<file path="src/converter_pkg.sv">
package converter_pkg;

  // ****************************************
  // Timing
  // ****************************************
  localparam int CLK_PERIOD_NS = 100;
  localparam int SETTLE_NS = 2000;
  localparam int SETTLE_CYCLES = (SETTLE_NS + CLK_PERIOD_NS - 1) / CLK_PERIOD_NS;

  // ****************************************
  // Widths and codes
  // ****************************************
  localparam int MAX_DAC = 8;
  localparam int NUM_CONV = 2;
  localparam int RAW_WIDTH = 18;
  localparam int MUX_WIDTH = 3;
  localparam int DAC_WIDTH = 16;
  localparam int WIDE_PAD_LO = 6;
  localparam int WIDE_PAD_HI = 8;
  localparam int NARROW_PAD_HI = 16;
  localparam int NARROW_DROP = 2;
  localparam logic signed [31:0] DAC_CODE_MIN = 32'sh00000000;
  localparam logic signed [31:0] DAC_CODE_MAX = 32'sh0000FFFF;
  localparam logic [4:0] ADC_CHAN_FIRST = 5'h01;
  localparam logic [4:0] ADC_CHAN_LAST = 5'h10;

  // ****************************************
  // Command codes
  // ****************************************
  localparam logic [3:0] OP_DAC_NOW = 4'h1;
  localparam logic [3:0] OP_DAC_WRITE = 4'h2;
  localparam logic [3:0] OP_DAC_UPDATE = 4'h3;
  localparam logic [3:0] OP_MEASURE = 4'h4;
  localparam logic [3:0] OP_MEASURE_WIDE = 4'h5;
  localparam logic [3:0] OP_READ = 4'h6;
  localparam logic [3:0] OP_READ_WIDE = 4'h7;
  localparam logic [3:0] OP_SELECT_CONV1 = 4'h8;
  localparam logic [3:0] OP_SELECT_CONV2 = 4'h9;
  localparam logic [3:0] OP_START = 4'hA;
  localparam logic [3:0] OP_WAIT = 4'hB;

  typedef enum logic [2:0] {ST_IDLE, ST_SETTLE, ST_CONVERT, ST_WAIT_EOC, ST_FINISH} ctrl_state_t;

endpackage

</file>
<file path="src/conv_if.sv">
`timescale 1ns/100ps
`default_nettype none
interface conv_if;
  logic sel_valid;
  logic [converter_pkg::MUX_WIDTH-1:0] sel_code;
  logic start;
  logic eoc_flag;
  logic [converter_pkg::RAW_WIDTH-1:0] raw;

  modport ctrl (output sel_valid, output sel_code, output start, input eoc_flag, input raw);
  modport unit (input sel_valid, input sel_code, input start, output eoc_flag, output raw);
endinterface
`default_nettype wire

</file>
<file path="src/conv_unit.sv">
`timescale 1ns/100ps
`default_nettype none
module conv_unit (
  // Clock and reset
  input wire logic clk,
  input wire logic reset_n,
  // Control side
  conv_if.unit cif,
  // Converter pins
  output logic [converter_pkg::MUX_WIDTH-1:0] mux_sel_reg,
  output logic start_pin_reg,
  input wire logic eoc_pin,
  input wire logic [converter_pkg::RAW_WIDTH-1:0] data_pin
);

  logic eoc_s1_reg, eoc_s2_reg, eoc_s3_reg;
  logic [converter_pkg::RAW_WIDTH-1:0] data_s1_reg, data_s2_reg, raw_reg;
  logic eoc_flag_reg;
  logic capture;

  // ****************************************
  // Pin synchronisers
  // ****************************************
  always_ff @(posedge clk or negedge reset_n) begin
    if (!reset_n) begin
      // End pin idles high; reset to that level so release gives no false edge
      eoc_s1_reg <= 1'b1;
      eoc_s2_reg <= 1'b1;
      eoc_s3_reg <= 1'b1;
      data_s1_reg <= '0;
      data_s2_reg <= '0;
    end else begin
      eoc_s1_reg <= eoc_pin;
      eoc_s2_reg <= eoc_s1_reg;
      eoc_s3_reg <= eoc_s2_reg;
      data_s1_reg <= data_pin;
      data_s2_reg <= data_s1_reg;
    end
  end

  assign capture = eoc_s2_reg && !eoc_s3_reg;

  // ****************************************
  // Multiplexer and start pins
  // ****************************************
  always_ff @(posedge clk or negedge reset_n) begin
    if (!reset_n) begin
      mux_sel_reg <= '0;
    end else if (cif.sel_valid) begin
      mux_sel_reg <= cif.sel_code;
    end
  end

  always_ff @(posedge clk or negedge reset_n) begin
    if (!reset_n) begin
      start_pin_reg <= 1'b0;
    end else begin
      start_pin_reg <= cif.start;
    end
  end

  // ****************************************
  // Result and end of conversion
  // ****************************************
  always_ff @(posedge clk or negedge reset_n) begin
    if (!reset_n) begin
      raw_reg <= '0;
    end else if (capture) begin
      raw_reg <= data_s2_reg;
    end
  end

  // A finishing conversion wins over a start in the same cycle
  always_ff @(posedge clk or negedge reset_n) begin
    if (!reset_n) begin
      eoc_flag_reg <= 1'b1;
    end else if (capture) begin
      eoc_flag_reg <= 1'b1;
    end else if (cif.start) begin
      eoc_flag_reg <= 1'b0;
    end
  end

  assign cif.eoc_flag = eoc_flag_reg;
  assign cif.raw = raw_reg;
endmodule
`default_nettype wire

</file>
<file path="src/analog_io_converter_control.sv">
`timescale 1ns/100ps
`default_nettype none
module analog_io_converter_control #(
  parameter int NUM_DAC = 2,
  parameter int SETTLE_CYC = converter_pkg::SETTLE_CYCLES
) (
  // Clock and reset
  input wire logic clk,
  input wire logic reset_n,
  // Command port
  input wire logic cmd_valid,
  input wire logic [3:0] cmd_op,
  input wire logic [4:0] cmd_chan,
  input wire logic signed [31:0] cmd_value,
  output logic cmd_ready_reg,
  // Result port
  output logic [31:0] result_reg,
  output logic result_valid_reg,
  // Output converters
  output logic [NUM_DAC-1:0][converter_pkg::DAC_WIDTH-1:0] dac_code_reg,
  output logic dac_load_reg,
  // Input converters
  output logic [converter_pkg::NUM_CONV-1:0][converter_pkg::MUX_WIDTH-1:0] conv_mux_sel,
  output logic [converter_pkg::NUM_CONV-1:0] conv_start,
  input wire logic [converter_pkg::NUM_CONV-1:0] conv_eoc,
  input wire logic [converter_pkg::NUM_CONV-1:0][converter_pkg::RAW_WIDTH-1:0] conv_data
);

  if (NUM_DAC < 1 || NUM_DAC > converter_pkg::MAX_DAC) begin : g_bad_dac
    $error("NUM_DAC out of range");
  end
  if (SETTLE_CYC < 1 || SETTLE_CYC > 65535) begin : g_bad_settle
    $error("SETTLE_CYC out of range");
  end

  localparam int NC = converter_pkg::NUM_CONV;
  localparam int RW = converter_pkg::RAW_WIDTH;

  converter_pkg::ctrl_state_t state_reg;
  logic [15:0] settle_cnt_reg;
  logic [NUM_DAC-1:0][converter_pkg::DAC_WIDTH-1:0] dac_hold_reg;
  logic [NC-1:0] sel_valid_reg, start_reg, eoc_flags, wait_mask_reg;
  logic [converter_pkg::MUX_WIDTH-1:0] sel_code_reg;
  logic [NC-1:0][RW-1:0] raw_w;
  logic conv_idx_reg, wide_reg;
  logic meas_reg;
  logic accept;
  logic [4:0] chan_m1;
  logic [2:0] dac_idx;
  logic dac_ok;
  logic [RW-1:0] raw_sel;

  function automatic logic [15:0] clamp_code(input logic signed [31:0] v);
    if (v < converter_pkg::DAC_CODE_MIN) begin
      clamp_code = 16'h0000;
    end else if (v > converter_pkg::DAC_CODE_MAX) begin
      clamp_code = 16'hFFFF;
    end else begin
      clamp_code = v[15:0];
    end
  endfunction

  function automatic logic [31:0] format_result(input logic [RW-1:0] raw, input logic wide);
    if (wide) begin
      format_result = {{converter_pkg::WIDE_PAD_HI{1'b0}}, raw, {converter_pkg::WIDE_PAD_LO{1'b0}}};
    end else begin
      format_result = {{converter_pkg::NARROW_PAD_HI{1'b0}}, raw[RW-1:converter_pkg::NARROW_DROP]};
    end
  endfunction

  assign accept = cmd_valid && cmd_ready_reg;
  assign chan_m1 = cmd_chan - 5'h01;
  assign dac_idx = chan_m1[2:0];
  assign dac_ok = (cmd_chan >= 5'h01) && ({27'h0, cmd_chan} <= NUM_DAC);
  assign raw_sel = raw_w[conv_idx_reg];

  // ****************************************
  // Input converter units
  // ****************************************
  conv_if cif [NC] ();

  generate
    for (genvar g = 0; g < NC; g++) begin : g_conv
      assign cif[g].sel_valid = sel_valid_reg[g];
      assign cif[g].sel_code = sel_code_reg;
      assign cif[g].start = start_reg[g];
      assign eoc_flags[g] = cif[g].eoc_flag;
      assign raw_w[g] = cif[g].raw;
      conv_unit u_conv (
        .clk(clk),
        .reset_n(reset_n),
        .cif(cif[g]),
        .mux_sel_reg(conv_mux_sel[g]),
        .start_pin_reg(conv_start[g]),
        .eoc_pin(conv_eoc[g]),
        .data_pin(conv_data[g])
      );
    end
  endgenerate

  // ****************************************
  // Output converters
  // ****************************************
  always_ff @(posedge clk or negedge reset_n) begin
    if (!reset_n) begin
      dac_hold_reg <= '0;
    end else if (accept && dac_ok && (cmd_op == converter_pkg::OP_DAC_NOW || cmd_op == converter_pkg::OP_DAC_WRITE)) begin
      dac_hold_reg[dac_idx] <= clamp_code(cmd_value);
    end
  end

  always_ff @(posedge clk or negedge reset_n) begin
    if (!reset_n) begin
      dac_code_reg <= '0;
      dac_load_reg <= 1'b0;
    end else begin
      dac_load_reg <= 1'b0;
      if (accept && dac_ok && cmd_op == converter_pkg::OP_DAC_NOW) begin
        dac_code_reg[dac_idx] <= clamp_code(cmd_value);
        dac_load_reg <= 1'b1;
      end else if (accept && cmd_op == converter_pkg::OP_DAC_UPDATE) begin
        dac_code_reg <= dac_hold_reg;
        dac_load_reg <= 1'b1;
      end
    end
  end

  // ****************************************
  // Command sequencer
  // ****************************************
  always_ff @(posedge clk or negedge reset_n) begin
    if (!reset_n) begin
      state_reg <= converter_pkg::ST_IDLE;
      cmd_ready_reg <= 1'b0;
      settle_cnt_reg <= '0;
      sel_valid_reg <= '0;
      sel_code_reg <= '0;
      start_reg <= '0;
      wait_mask_reg <= '0;
      conv_idx_reg <= 1'b0;
      wide_reg <= 1'b0;
      meas_reg <= 1'b0;
      result_reg <= '0;
      result_valid_reg <= 1'b0;
    end else begin
      sel_valid_reg <= '0;
      start_reg <= '0;
      result_valid_reg <= 1'b0;
      unique case (state_reg)
        converter_pkg::ST_IDLE: begin
          cmd_ready_reg <= 1'b1;
          if (accept) begin
            cmd_ready_reg <= 1'b0;
            state_reg <= converter_pkg::ST_FINISH;
            case (cmd_op)
              converter_pkg::OP_MEASURE, converter_pkg::OP_MEASURE_WIDE: begin
                // Odd inputs on converter 1, even on converter 2; bad channels give junk
                conv_idx_reg <= chan_m1[0];
                wide_reg <= (cmd_op == converter_pkg::OP_MEASURE_WIDE);
                meas_reg <= 1'b1;
                sel_code_reg <= chan_m1[3:1];
                sel_valid_reg[chan_m1[0]] <= 1'b1;
                settle_cnt_reg <= 16'(SETTLE_CYC);
                state_reg <= converter_pkg::ST_SETTLE;
              end
              converter_pkg::OP_READ, converter_pkg::OP_READ_WIDE: begin
                result_reg <= format_result(raw_w[cmd_chan[1]], cmd_op == converter_pkg::OP_READ_WIDE);
                result_valid_reg <= 1'b1;
              end
              converter_pkg::OP_SELECT_CONV1, converter_pkg::OP_SELECT_CONV2: begin
                sel_code_reg <= cmd_value[2:0];
                sel_valid_reg[cmd_op == converter_pkg::OP_SELECT_CONV2] <= 1'b1;
              end
              converter_pkg::OP_START: begin
                start_reg <= cmd_value[1:0];
              end
              converter_pkg::OP_WAIT: begin
                wait_mask_reg <= cmd_value[1:0];
                state_reg <= converter_pkg::ST_WAIT_EOC;
              end
              default: begin
              end
            endcase
          end
        end
        converter_pkg::ST_SETTLE: begin
          if (settle_cnt_reg <= 16'h0001) begin
            start_reg[conv_idx_reg] <= 1'b1;
            state_reg <= converter_pkg::ST_CONVERT;
          end
          settle_cnt_reg <= settle_cnt_reg - 16'h0001;
        end
        converter_pkg::ST_CONVERT: begin
          // One cycle for the unit to drop its end flag
          wait_mask_reg <= '0;
          wait_mask_reg[conv_idx_reg] <= 1'b1;
          state_reg <= converter_pkg::ST_WAIT_EOC;
        end
        converter_pkg::ST_WAIT_EOC: begin
          if ((eoc_flags & wait_mask_reg) == wait_mask_reg) begin
            state_reg <= converter_pkg::ST_FINISH;
            if (meas_reg) begin
              // Measurement path ends here: return offset-binary result
              result_reg <= format_result(raw_sel, wide_reg);
              result_valid_reg <= 1'b1;
            end
          end
        end
        converter_pkg::ST_FINISH: begin
          meas_reg <= 1'b0;
          state_reg <= converter_pkg::ST_IDLE;
          cmd_ready_reg <= 1'b1;
        end
      endcase
    end
  end
endmodule
`default_nettype wire

</file>
<file path="config.mk">
export PLATFORM = sky130hd
export DESIGN_NAME = analog_io_converter_control
export DESIGN_NICKNAME = d
export VERILOG_FILES = /design/src/converter_pkg.sv /design/src/conv_if.sv /design/src/conv_unit.sv /design/src/analog_io_converter_control.sv
export SDC_FILE = /design/constraint.sdc
export NUM_CORES = 1
export LEC_CHECK = 0
export ABC_AREA = 1
export BUFFER_PORTS_ARGS = -buffer_cell sky130_fd_sc_hd__buf_2
export CAP_MARGIN = 30
export CORE_AREA = 2 2 165 135
export CTS_CLUSTER_SIZE = 28
export DETAILED_ROUTE_END_ITERATION = 12
export DIE_AREA = 0 0 167 137
export PLACE_DENSITY_LB_ADDON = 0.25
export RECOVER_POWER = 25
export SYNTH_ARGS = -nofsm -noshare
export SYNTH_HDL_FRONTEND = slang
export SYNTH_SLANG_ARGS = --single-unit
</file>
<file path="constraint.sdc">
create_clock -name clk -period 3.06 [get_ports clk]
set_input_delay 0.153 -clock clk [delete_from_list [all_inputs] [get_ports clk]]
set_output_delay 0.153 -clock clk [all_outputs]
set_load 0.01 [all_outputs]
</file>
# Word-level counts from Yosys, hierarchy flattened
# Cells that the tools add are included.
word_totals:
  ff_bits: 254
  word_cells: 171
op_classes:
  n_reduce_logical: 34
  order_cmp: 14
  n_eq_ne: 23
  add_sub_neg: 2
  mux: 62
  n_bitwise: 1
ops:
  columns: ["op", "count"]
  rows:
  - ["$mux W32", 6]
  - ["$mux W16", 7]
  - ["$mux W18", 4]
  - ["$bwmux W32", 2]
  - ["$pmux W32 S2", 1]
  - ["$mux W24", 2]
  - ["$gt A32 B17 Y1 const B", 1]
  - ["$lt A32 B1 Y1 const B", 1]
  - ["$pmux W16 S2", 1]
  - ["$reduce_and A3 Y1", 6]
  - ["$demux W16 S1", 1]
  - ["$eq A4 B3 Y1 const B", 4]
  - ["$eq A4 B4 Y1 const B", 4]
  - ["$le A16 B1 Y1 const B", 1]
  - ["$mux W1", 16]
  - ["$reduce_bool A2 Y1", 8]
  - ["$sub A16 B1 Y16 const B", 1]
  - ["$pmux W3 S5", 1]
  - ["$mux W2", 7]
  - ["$logic_and A1 B1 Y1", 12]
  - ["$pmux W2 S2", 3]
  - ["$pmux W3 S2", 2]
  - ["$mux W3", 3]
  - ["$eq A4 B2 Y1 const B", 2]
  - ["other kinds (22)", 40]

# Depth between registers and ports, before layout
# Gate-level depths: netlist of run 1.
logic_depth:
  depth_word: 8
  depth_mapped: 13
  ltp_nobuf: 12

# By module
# A second synthesis of run 1 with hierarchy kept.
hier_totals:
  hier_cells: 1191
  area_unflattened_um2: 10563.9
modules_own_cells:
  columns: ["module", "n_inst", "cells_each", "area_each_um2"]
  rows:
  - ["analog_io_converter_control", 1, 925, 6747.7]
  - ["conv_unit", 2, 133, 1908.1]

# Worst setup path before layout of run 1
# OpenSTA, ideal clock, no wires.
synth_timing:
  path_type: "input-to-reg"
  startpoint: "input cmd_chan[1]"
  endpoint: "register dac_code_reg[21] (netlist name)"
  path_stages: 11
  t_arrival_ns: 1.828
  t_required_ns: 2.944
  setup_slack_ns: 1.116
  n_path_buf: 3
  path_cell_list: "buf_2 -> clkbuf_1 -> inv_1 -> ha_1 -> xnor2_1 -> nand3_2 -> nor2_8 -> nor2_4 -> buf_2 -> nand2_1 -> nand2_1"
synth_between:
  elab_chain_cells: 7
  word_cells_on_any_way: 14
synth_lines:
  columns: ["element", "line", "text"]
  rows:
  - ["start, declared", "analog_io_converter_control.sv:13", "input wire logic [4:0] cmd_chan,"]
  - ["$sub A4 B1 Y4", "analog_io_converter_control.sv:72", "assign chan_m1 = cmd_chan - 5'h01;"]
  - ["$ge A3 B1 Y1 (not written as such) / $lt A3 B2 Y1 (equally long branches)", "analog_io_converter_control.sv:119", "dac_code_reg[dac_idx] <= clamp_code(cmd_value);"]
  - ["$logic_and A1 B1 Y1 (not written as such)", "analog_io_converter_control.sv:119", null]
  - ["$mux W16 (not written as such)", "analog_io_converter_control.sv:119", null]
  - ["$demux W16 S1", "analog_io_converter_control.sv:119", null]
  - ["$bwmux W32", "analog_io_converter_control.sv:119", null]
  - ["$mux W32", "analog_io_converter_control.sv:118", "if (accept && dac_ok && cmd_op == converter_pkg::OP_DAC_NOW) begin"]
  - ["end signal, assigned by index", "analog_io_converter_control.sv:119", null]
  - ["end signal, assigned", "analog_io_converter_control.sv:122", "dac_code_reg <= dac_hold_reg;"]
  - ["end, declared", "analog_io_converter_control.sv:20", "output logic [NUM_DAC-1:0][converter_pkg::DAC_WIDTH-1:0] dac_code_reg,"]
# Parallel ways exist; a longest one is shown, timed or not.
# A chain may end at the register's enable or synchronous reset.

# Worst setup path in the final report of run 1
layout_timing:
  startpoint: "input cmd_chan[0]"
  endpoint: "register dac_code_reg[24] (netlist name)"
layout_between:
  elab_chain_cells: 7
  word_cells_on_any_way: 14
layout_lines:
  columns: ["element", "line", "text"]
  rows:
  - ["$sub A4 B1 Y4 *", "analog_io_converter_control.sv:72", null]
  - ["net chan_m1[0]", "analog_io_converter_control.sv:48", "logic [4:0] chan_m1;"]
  - ["$ge A3 B1 Y1 (not written as such) / $lt A3 B2 Y1 (equally long branches)", "analog_io_converter_control.sv:119", null]
  - ["$logic_and A1 B1 Y1 (not written as such)", "analog_io_converter_control.sv:119", null]
  - ["$mux W16 (not written as such)", "analog_io_converter_control.sv:119", null]
  - ["$demux W16 S1 *", "analog_io_converter_control.sv:119", null]
  - ["$bwmux W32 *", "analog_io_converter_control.sv:119", null]
  - ["$mux W32 *", "analog_io_converter_control.sv:118", null]
# Mark *: on every way through the listed nets, which the timed path passes. The rest lies on a longest branch.

==> impl_metrics.env, run 1 <==
export IMPL_status="finished with violations"
export IMPL_violations="capacitance limit, slew limit"
export IMPL_hpwl_mm=16.7
export IMPL_final_setup_viol_count=0
export IMPL_cts_buffer_depth=3
export IMPL_yosys_most_used_dff="dfrtp_1"
export IMPL_antenna_found_initial=0
export IMPL_firstDrtPassIters=4
export IMPL_timing_final_crit_share_pct=80.5
export IMPL_cts_buffers_inserted=25
export IMPL_area_growth_pct=21.9
export IMPL_hold_viol=0
export IMPL_gp_congestion=0.876
export IMPL_worstMarginPinSlew_ps=2070
export IMPL_cts_resized_gates=0
export IMPL_fp_coreArea_sq_um=21200
export IMPL_hp_class="primary input to flip-flop"
export IMPL_slowest_stage="dlygate4sd3_1"
export IMPL_port_buffers=148
export IMPL_postRouteAntennaNets=0
export IMPL_grt_overflow_total=0
export IMPL_cts_tree="built"
export IMPL_endpoint_kind="flip-flop"
export IMPL_cts_root_buffer="clkbuf_16"
export IMPL_antenna_cells=0
export IMPL_nFillCells=1874
export IMPL_wl_per_cell_um=14.9
export IMPL_postCtsHoldBufs=44
export IMPL_crit_fanout=35
export IMPL_cts_htree_levels=1
export IMPL_setup_tns_ps=0
export IMPL_wirelength_mm=24.5
export IMPL_cpLargestDelayFamily="simple AND/OR/NAND/NOR gates"
export IMPL_layout_common_cells="nand2_1, dfrtp_1, buf_2"
export IMPL_grt_pass1_wl_mm=40.1
export IMPL_yosysWarnings=0
export IMPL_die_h_um=137
export IMPL_worstSetupPathType="primary input to flip-flop"
export IMPL_fmax_ghz=0.406
export IMPL_relSlewSlack_pct=-38.3
export IMPL_path_buf_inv=5
export IMPL_layout_nets=1439
export IMPL_synthesis_area_sq_um=10400
export IMPL_clkLatencyLatePin_ps=520
export IMPL_synth_edff_count=0
export IMPL_cpMostUsedCell="nand2_1"
export IMPL_drt_initial_drc_count=593
export IMPL_clock_skew_final_ps=9.89
export IMPL_crit_required_ps=3520
export IMPL_postSynthRegisterBits=246
export IMPL_drive_above_1_share_pct=18.5
export IMPL_ys_types=40
export IMPL_avgSynthCellArea_sq_um=8.98
export IMPL_power_density_nw_per_um2=728
export IMPL_rows=48
export IMPL_async_flop_share_pct=100
export IMPL_grt_pass1_vias=7905
export IMPL_start_util_pct=49.2
export IMPL_vdd_ir_drop_max_v=0.000520
export IMPL_grt_use_total_pct=21.8
export IMPL_cts_setup_buffers=0
export IMPL_syn_inst=1162
export IMPL_hold_slack_ps=55.2
export IMPL_via_per_inst=5.00
export IMPL_drv_cap=1
export IMPL_drc=0
export IMPL_synth_seq_area_share_pct=59.1
export IMPL_ios=157
export IMPL_die_area_sq_um=22900
export IMPL_rsz0062_at_grt="false"
export IMPL_clk_pin_slew_ps=60
export IMPL_worst_ep_arrival_time_ps=2920
export IMPL_fp_dieW_um=167
export IMPL_grt_max_degree=120
export IMPL_worstPathCellList="dlygate4sd3_1 -> buf_2 -> inv_1 -> ha_1 -> inv_1 -> nand2_1 -> nand2_1 -> nor2_4 -> nand3_4 -> nor2_8 -> nor2_4 -> inv_4 -> nand2_1 -> nand2_1"
export IMPL_max_stage_delay_ps=560
export IMPL_vias=8229
export IMPL_layout_commonest_cell="nand2_1"
export IMPL_finalCriticalPeriod_ps=2460
export IMPL_power_leakage_nw=6.69
export IMPL_slew_violations=39
export IMPL_cts_sinks=246
export IMPL_critPathLaunchType="primary input"
-- routing by layer --
layer | part of all wire (%) | vias up | GRT usage (%)
met1 | 47 | 3892 | 31.1
met3 | 4.7 | 41 | 2.86
met4 | 2.8 | 0 | 6.42
met2 | 46 | 232 | 35.1
met5 | 0 | - | 0
li1 | - | 4064 | -
-- Yosys cell counts, types with 2 or more instances --
master    count  share of area [%]
nand3_2       2               0.19
dfstp_2       8                2.0
nor2_1       97                3.5
mux2_2       21                2.3
ha_1          5               0.60
o21ai_1       7               0.34
o32ai_1       2               0.17
a21oi_1      71                3.4
xnor2_1       2               0.17
nor2_8        2               0.38
buf_4        13               0.94
o211ai_1      4               0.29
o22ai_1       6               0.36
xor2_1       10               0.84
nand2_1     372                 13
nand3_1      51                2.4
dfrtp_1     238                 57
nor2_4        3               0.32
nand4_1       4               0.24
nor3_1        2              0.096
inv_1        95                3.4
inv_2         4               0.14
clkbuf_1     14               0.50
buf_2        19               0.91
o21ai_0      87                4.2
nand2_2       4               0.24
nor3_4        2               0.31
nor2_2        5               0.30
-- layout make-up --
class	count	area [sq um]	share of cell area, %
Clock buffer	33	686	5.39
Clock inverter	12	195	1.54
Inverter	101	382	3.00
Multi-Input combinational cell	774	3640	28.7
Sequential cell	246	6170	48.5
Tap cell	275	344	2.71
Timing Repair Buffer	204	1290	10.2
-- tightest hold or removal path: stages --
cell     delay (ps)
buf_2           100
inv_1            50
nand3_1          70
nand2_1          90
a21oi_1          70
-- logic make-up after synthesis --
family	after synthesis	share of synthesized area [%]
muxes	22	2.36
other	1	0.0360
AOI/OAI and AO/OA	182	9.11
and+or+nand+nor	545	21.6
adders and majority gates	5	0.600
xor gates and xnor gates	12	1.01
DFF	246	59.1
buffers and inverters	149	6.19
-- power by group --
group          internal [mW]  switching [mW]
logic                  0.703            1.23
registers               3.74           0.345
clock network           2.00            1.23
-- path summary, 6_finish.rpt --
path / to / startpoint / depth (start not counted) / slack (ps)
hold reg to reg: g_conv[0].u_conv.data_s2_reg[1] / g_conv[0].u_conv.data_s1_reg[1] / 0 / 350
hold / removal: dac_hold_reg[23] / cmd_value[7] / 5 / 60
min in group asynchronous: g_conv[1].u_conv.data_s1_reg[3] / reset_n / 2 / 780
setup reg to reg: dac_code_reg[24] / cmd_ready_reg / 10 / 740
setup / recovery: dac_code_reg[24] / cmd_chan[0] / 14 / 600
max in group asynchronous: settle_cnt_reg[8] / reset_n / 3 / 800
-- stage by stage --
| stage | area (sq um) | utilization [%] | power (mW) | worst slack [ps] | cells |
|---|---|---|---|---|---|
| 3_3_place_gp | 11400 | 53.8 | 5.99 | 666 | 1556 |
| 3_5_place_dp | 11400 | 53.8 | 6.03 | 639 | 1556 |
| 6_report | 12700 | 60.0 | 9.26 | 597 | 1645 |
| 4_1_cts | 12700 | 60.0 | 9.34 | 597 | 1645 |
| 5_1_grt | 12700 | 60.0 | 9.76 | 321 | 1645 |
| 2_1_floorplan | 10500 | - | 5.28 | 1120 | 1169 |
(Power assumes the default switching activity.)
==> run 2: changes to the inputs <==
- clock period: 3.06 -> 2.5 ns (I/O delays scaled with it)
==> run 2 against run 1 <==
  * The run still ends with capacitance limit, slew limit left
  * Via count down 0.19%
  * Worst hold slack worse by 37 ps
  * Sequential power grew 22%
  * First-iteration DRC count decreased by 1.0%
  * Die area is the same
  * Clock power is 23% higher
  * Design area increased by 0.73%
  * Sequential share of layout area decreased by 0.35 points
  * Critical path type unchanged
  * Largest cell class unchanged
==> impl_metrics.env, run 2 (synthesis gave the netlist of run 1 again) <==
export IMPL_clock_skew_final_ps=10.2
export IMPL_fp_dieW_um=167
export IMPL_setup_ws_ps=318
export IMPL_critPathLaunchType="primary input"
export IMPL_cpMostUsedCell="nand2_1"
export IMPL_finalCriticalPeriod_ps=2180
export IMPL_ios=157
export IMPL_rows=48
export IMPL_slowest_stage="dlygate4sd3_1"
export IMPL_r2r_start="cmd_ready_reg"
export IMPL_area_growth_pct=22.8
export IMPL_cts_htree_levels=1
export IMPL_clk_pin_slew_ps=60
export IMPL_postRouteAntennaNets=0
export IMPL_worst_ep_arrival_time_ps=2640
export IMPL_status="finished with violations"
export IMPL_power_mw=11.4
export IMPL_min_from="cmd_value[6]"
export IMPL_worstSetupPathType="primary input to flip-flop"
export IMPL_crit_fanout=17
export IMPL_grt_use_total_pct=22.1
export IMPL_grt_max_degree=86
export IMPL_port_buffers=148
export IMPL_antenna_found_initial=0
export IMPL_layout_common_cells="nand2_1, dfrtp_1, buf_2"
export IMPL_cts_buffers_inserted=25
export IMPL_layout_commonest_cell="nand2_1"
export IMPL_cts_root_buffer="clkbuf_16"
export IMPL_drv_cap=1
export IMPL_rrSetupSlack_ps=630
export IMPL_via_per_inst=4.96
export IMPL_max_stage_delay_ps=540
export IMPL_endpoint_kind="flip-flop"
export IMPL_vdd_ir_drop_max_v=0.000633
export IMPL_gp_congestion=0.864
export IMPL_power_density_nw_per_um2=888
export IMPL_post_route_cell_area_sq_um=12800
export IMPL_hold_slack_ps=17.9
export IMPL_worstMarginPinSlew_ps=1930
export IMPL_fmax_ghz=0.458
export IMPL_final_cells=1655
export IMPL_placed_cells=1567
export IMPL_rr_endpoint="dac_code_reg[21]"
export IMPL_hpwl_mm=17.2
export IMPL_cts_buffer_depth=3
export IMPL_worstPathCellList="dlygate4sd3_1 -> buf_2 -> inv_1 -> ha_1 -> xnor2_1 -> nand3_2 -> nor2_8 -> nor2_4 -> inv_2 -> nand2_1 -> nand2_1"
export IMPL_die_h_um=137
export IMPL_relSlewSlack_pct=-28.4
export IMPL_grt_pass1_vias=7897
export IMPL_place_ws_ps=385
export IMPL_grt_pass1_wl_mm=40.6
export IMPL_post_route_util_pct=60.4
export IMPL_wirelength_mm=24.9
export IMPL_crit_required_ps=2960
export IMPL_placedInstanceArea_sq_um=11500
export IMPL_setup_tns_ps=0
export IMPL_clkLatencyLatePin_ps=520
export IMPL_grt_overflow_total=0
export IMPL_drive_above_1_share_pct=19.1
export IMPL_drc=0
export IMPL_min_to="dac_hold_reg[22]"
export IMPL_holdPathStages=5
export IMPL_start_util_pct=49.2
export IMPL_antenna_cells=0
export IMPL_drt_initial_drc_count=587
export IMPL_layout_nets=1451
export IMPL_rsz0062_at_grt="false"
export IMPL_nFillCells=1828
export IMPL_vias=8213
export IMPL_cts_sinks=246
export IMPL_slew_violations=84
export IMPL_fp_coreArea_sq_um=21200
export IMPL_reg2reg_depth=10
export IMPL_hp_class="primary input to flip-flop"
export IMPL_violations="capacitance limit, slew limit"
export IMPL_timing_final_crit_share_pct=87.3
export IMPL_cts_resized_gates=0
export IMPL_die_area_sq_um=22900
export IMPL_power_leakage_nw=6.75
export IMPL_cts_tree="built"
export IMPL_wl_per_cell_um=15.0
export IMPL_final_setup_viol_count=0
export IMPL_hold_viol=0
export IMPL_firstDrtPassIters=5
-- run 2: power breakdown --
group	total, mW	switching (mW)	internal [mW]
Clock	3.98	1.51	2.46
Combinational	2.40	1.51	0.890
Sequential	4.99	0.407	4.58
Total	11.4	3.43	7.93
-- run 2: final cells by class --
type	count	area [sq um]	area share, %
Inverter	101	382	2.98
Clock inverter	12	193	1.50
Timing Repair Buffer	216	1390	10.8
Clock buffer	31	688	5.37
Tap cell	275	344	2.69
Sequential cell	246	6170	48.2
Multi-Input combinational cell	774	3640	28.5
-- run 2: per-layer routing --
metal	track usage (%)	share of wire, %	wire length, um	up-vias
li1	-	-	-	4085
met1	31.7	45	11300	3830
met2	35.3	46	11400	257
met3	3.59	6.3	1560	41
met4	6.03	2.5	632	0
met5	0	0	0	-
-- run 2: critical path: cells and delay by family --
kind / cells / cell delay [ps]
xor+xnor: 1 / 370
fa+ha+maj: 1 / 230
buf+inv: 4 / 1080
simple gates: 5 / 830
-- run 2: worst max path at each step --
stage | slack, ps | end | depth (start not counted) | from
after floorplan | 580 | dac_code_reg[21] | 11 | cmd_chan[1]
after global placement | 550 | dac_code_reg[27] | 13 | cmd_chan[0]
after detailed placement | 380 | dac_code_reg[10] | 10 | cmd_chan[0]
after CTS | 350 | dac_code_reg[21] | 11 | cmd_chan[0]
after global routing | 210 | g_conv[0].u_conv.data_s1_reg[14] | 3 | reset_n
final | 320 | dac_code_reg[10] | 11 | cmd_chan[0]
-- run 2: timing repair --
item                                   in CTS  in global routing
setup buffers                               0                  0
hold buffers                               45                  0
endpoints found under the hold margin     127                  0
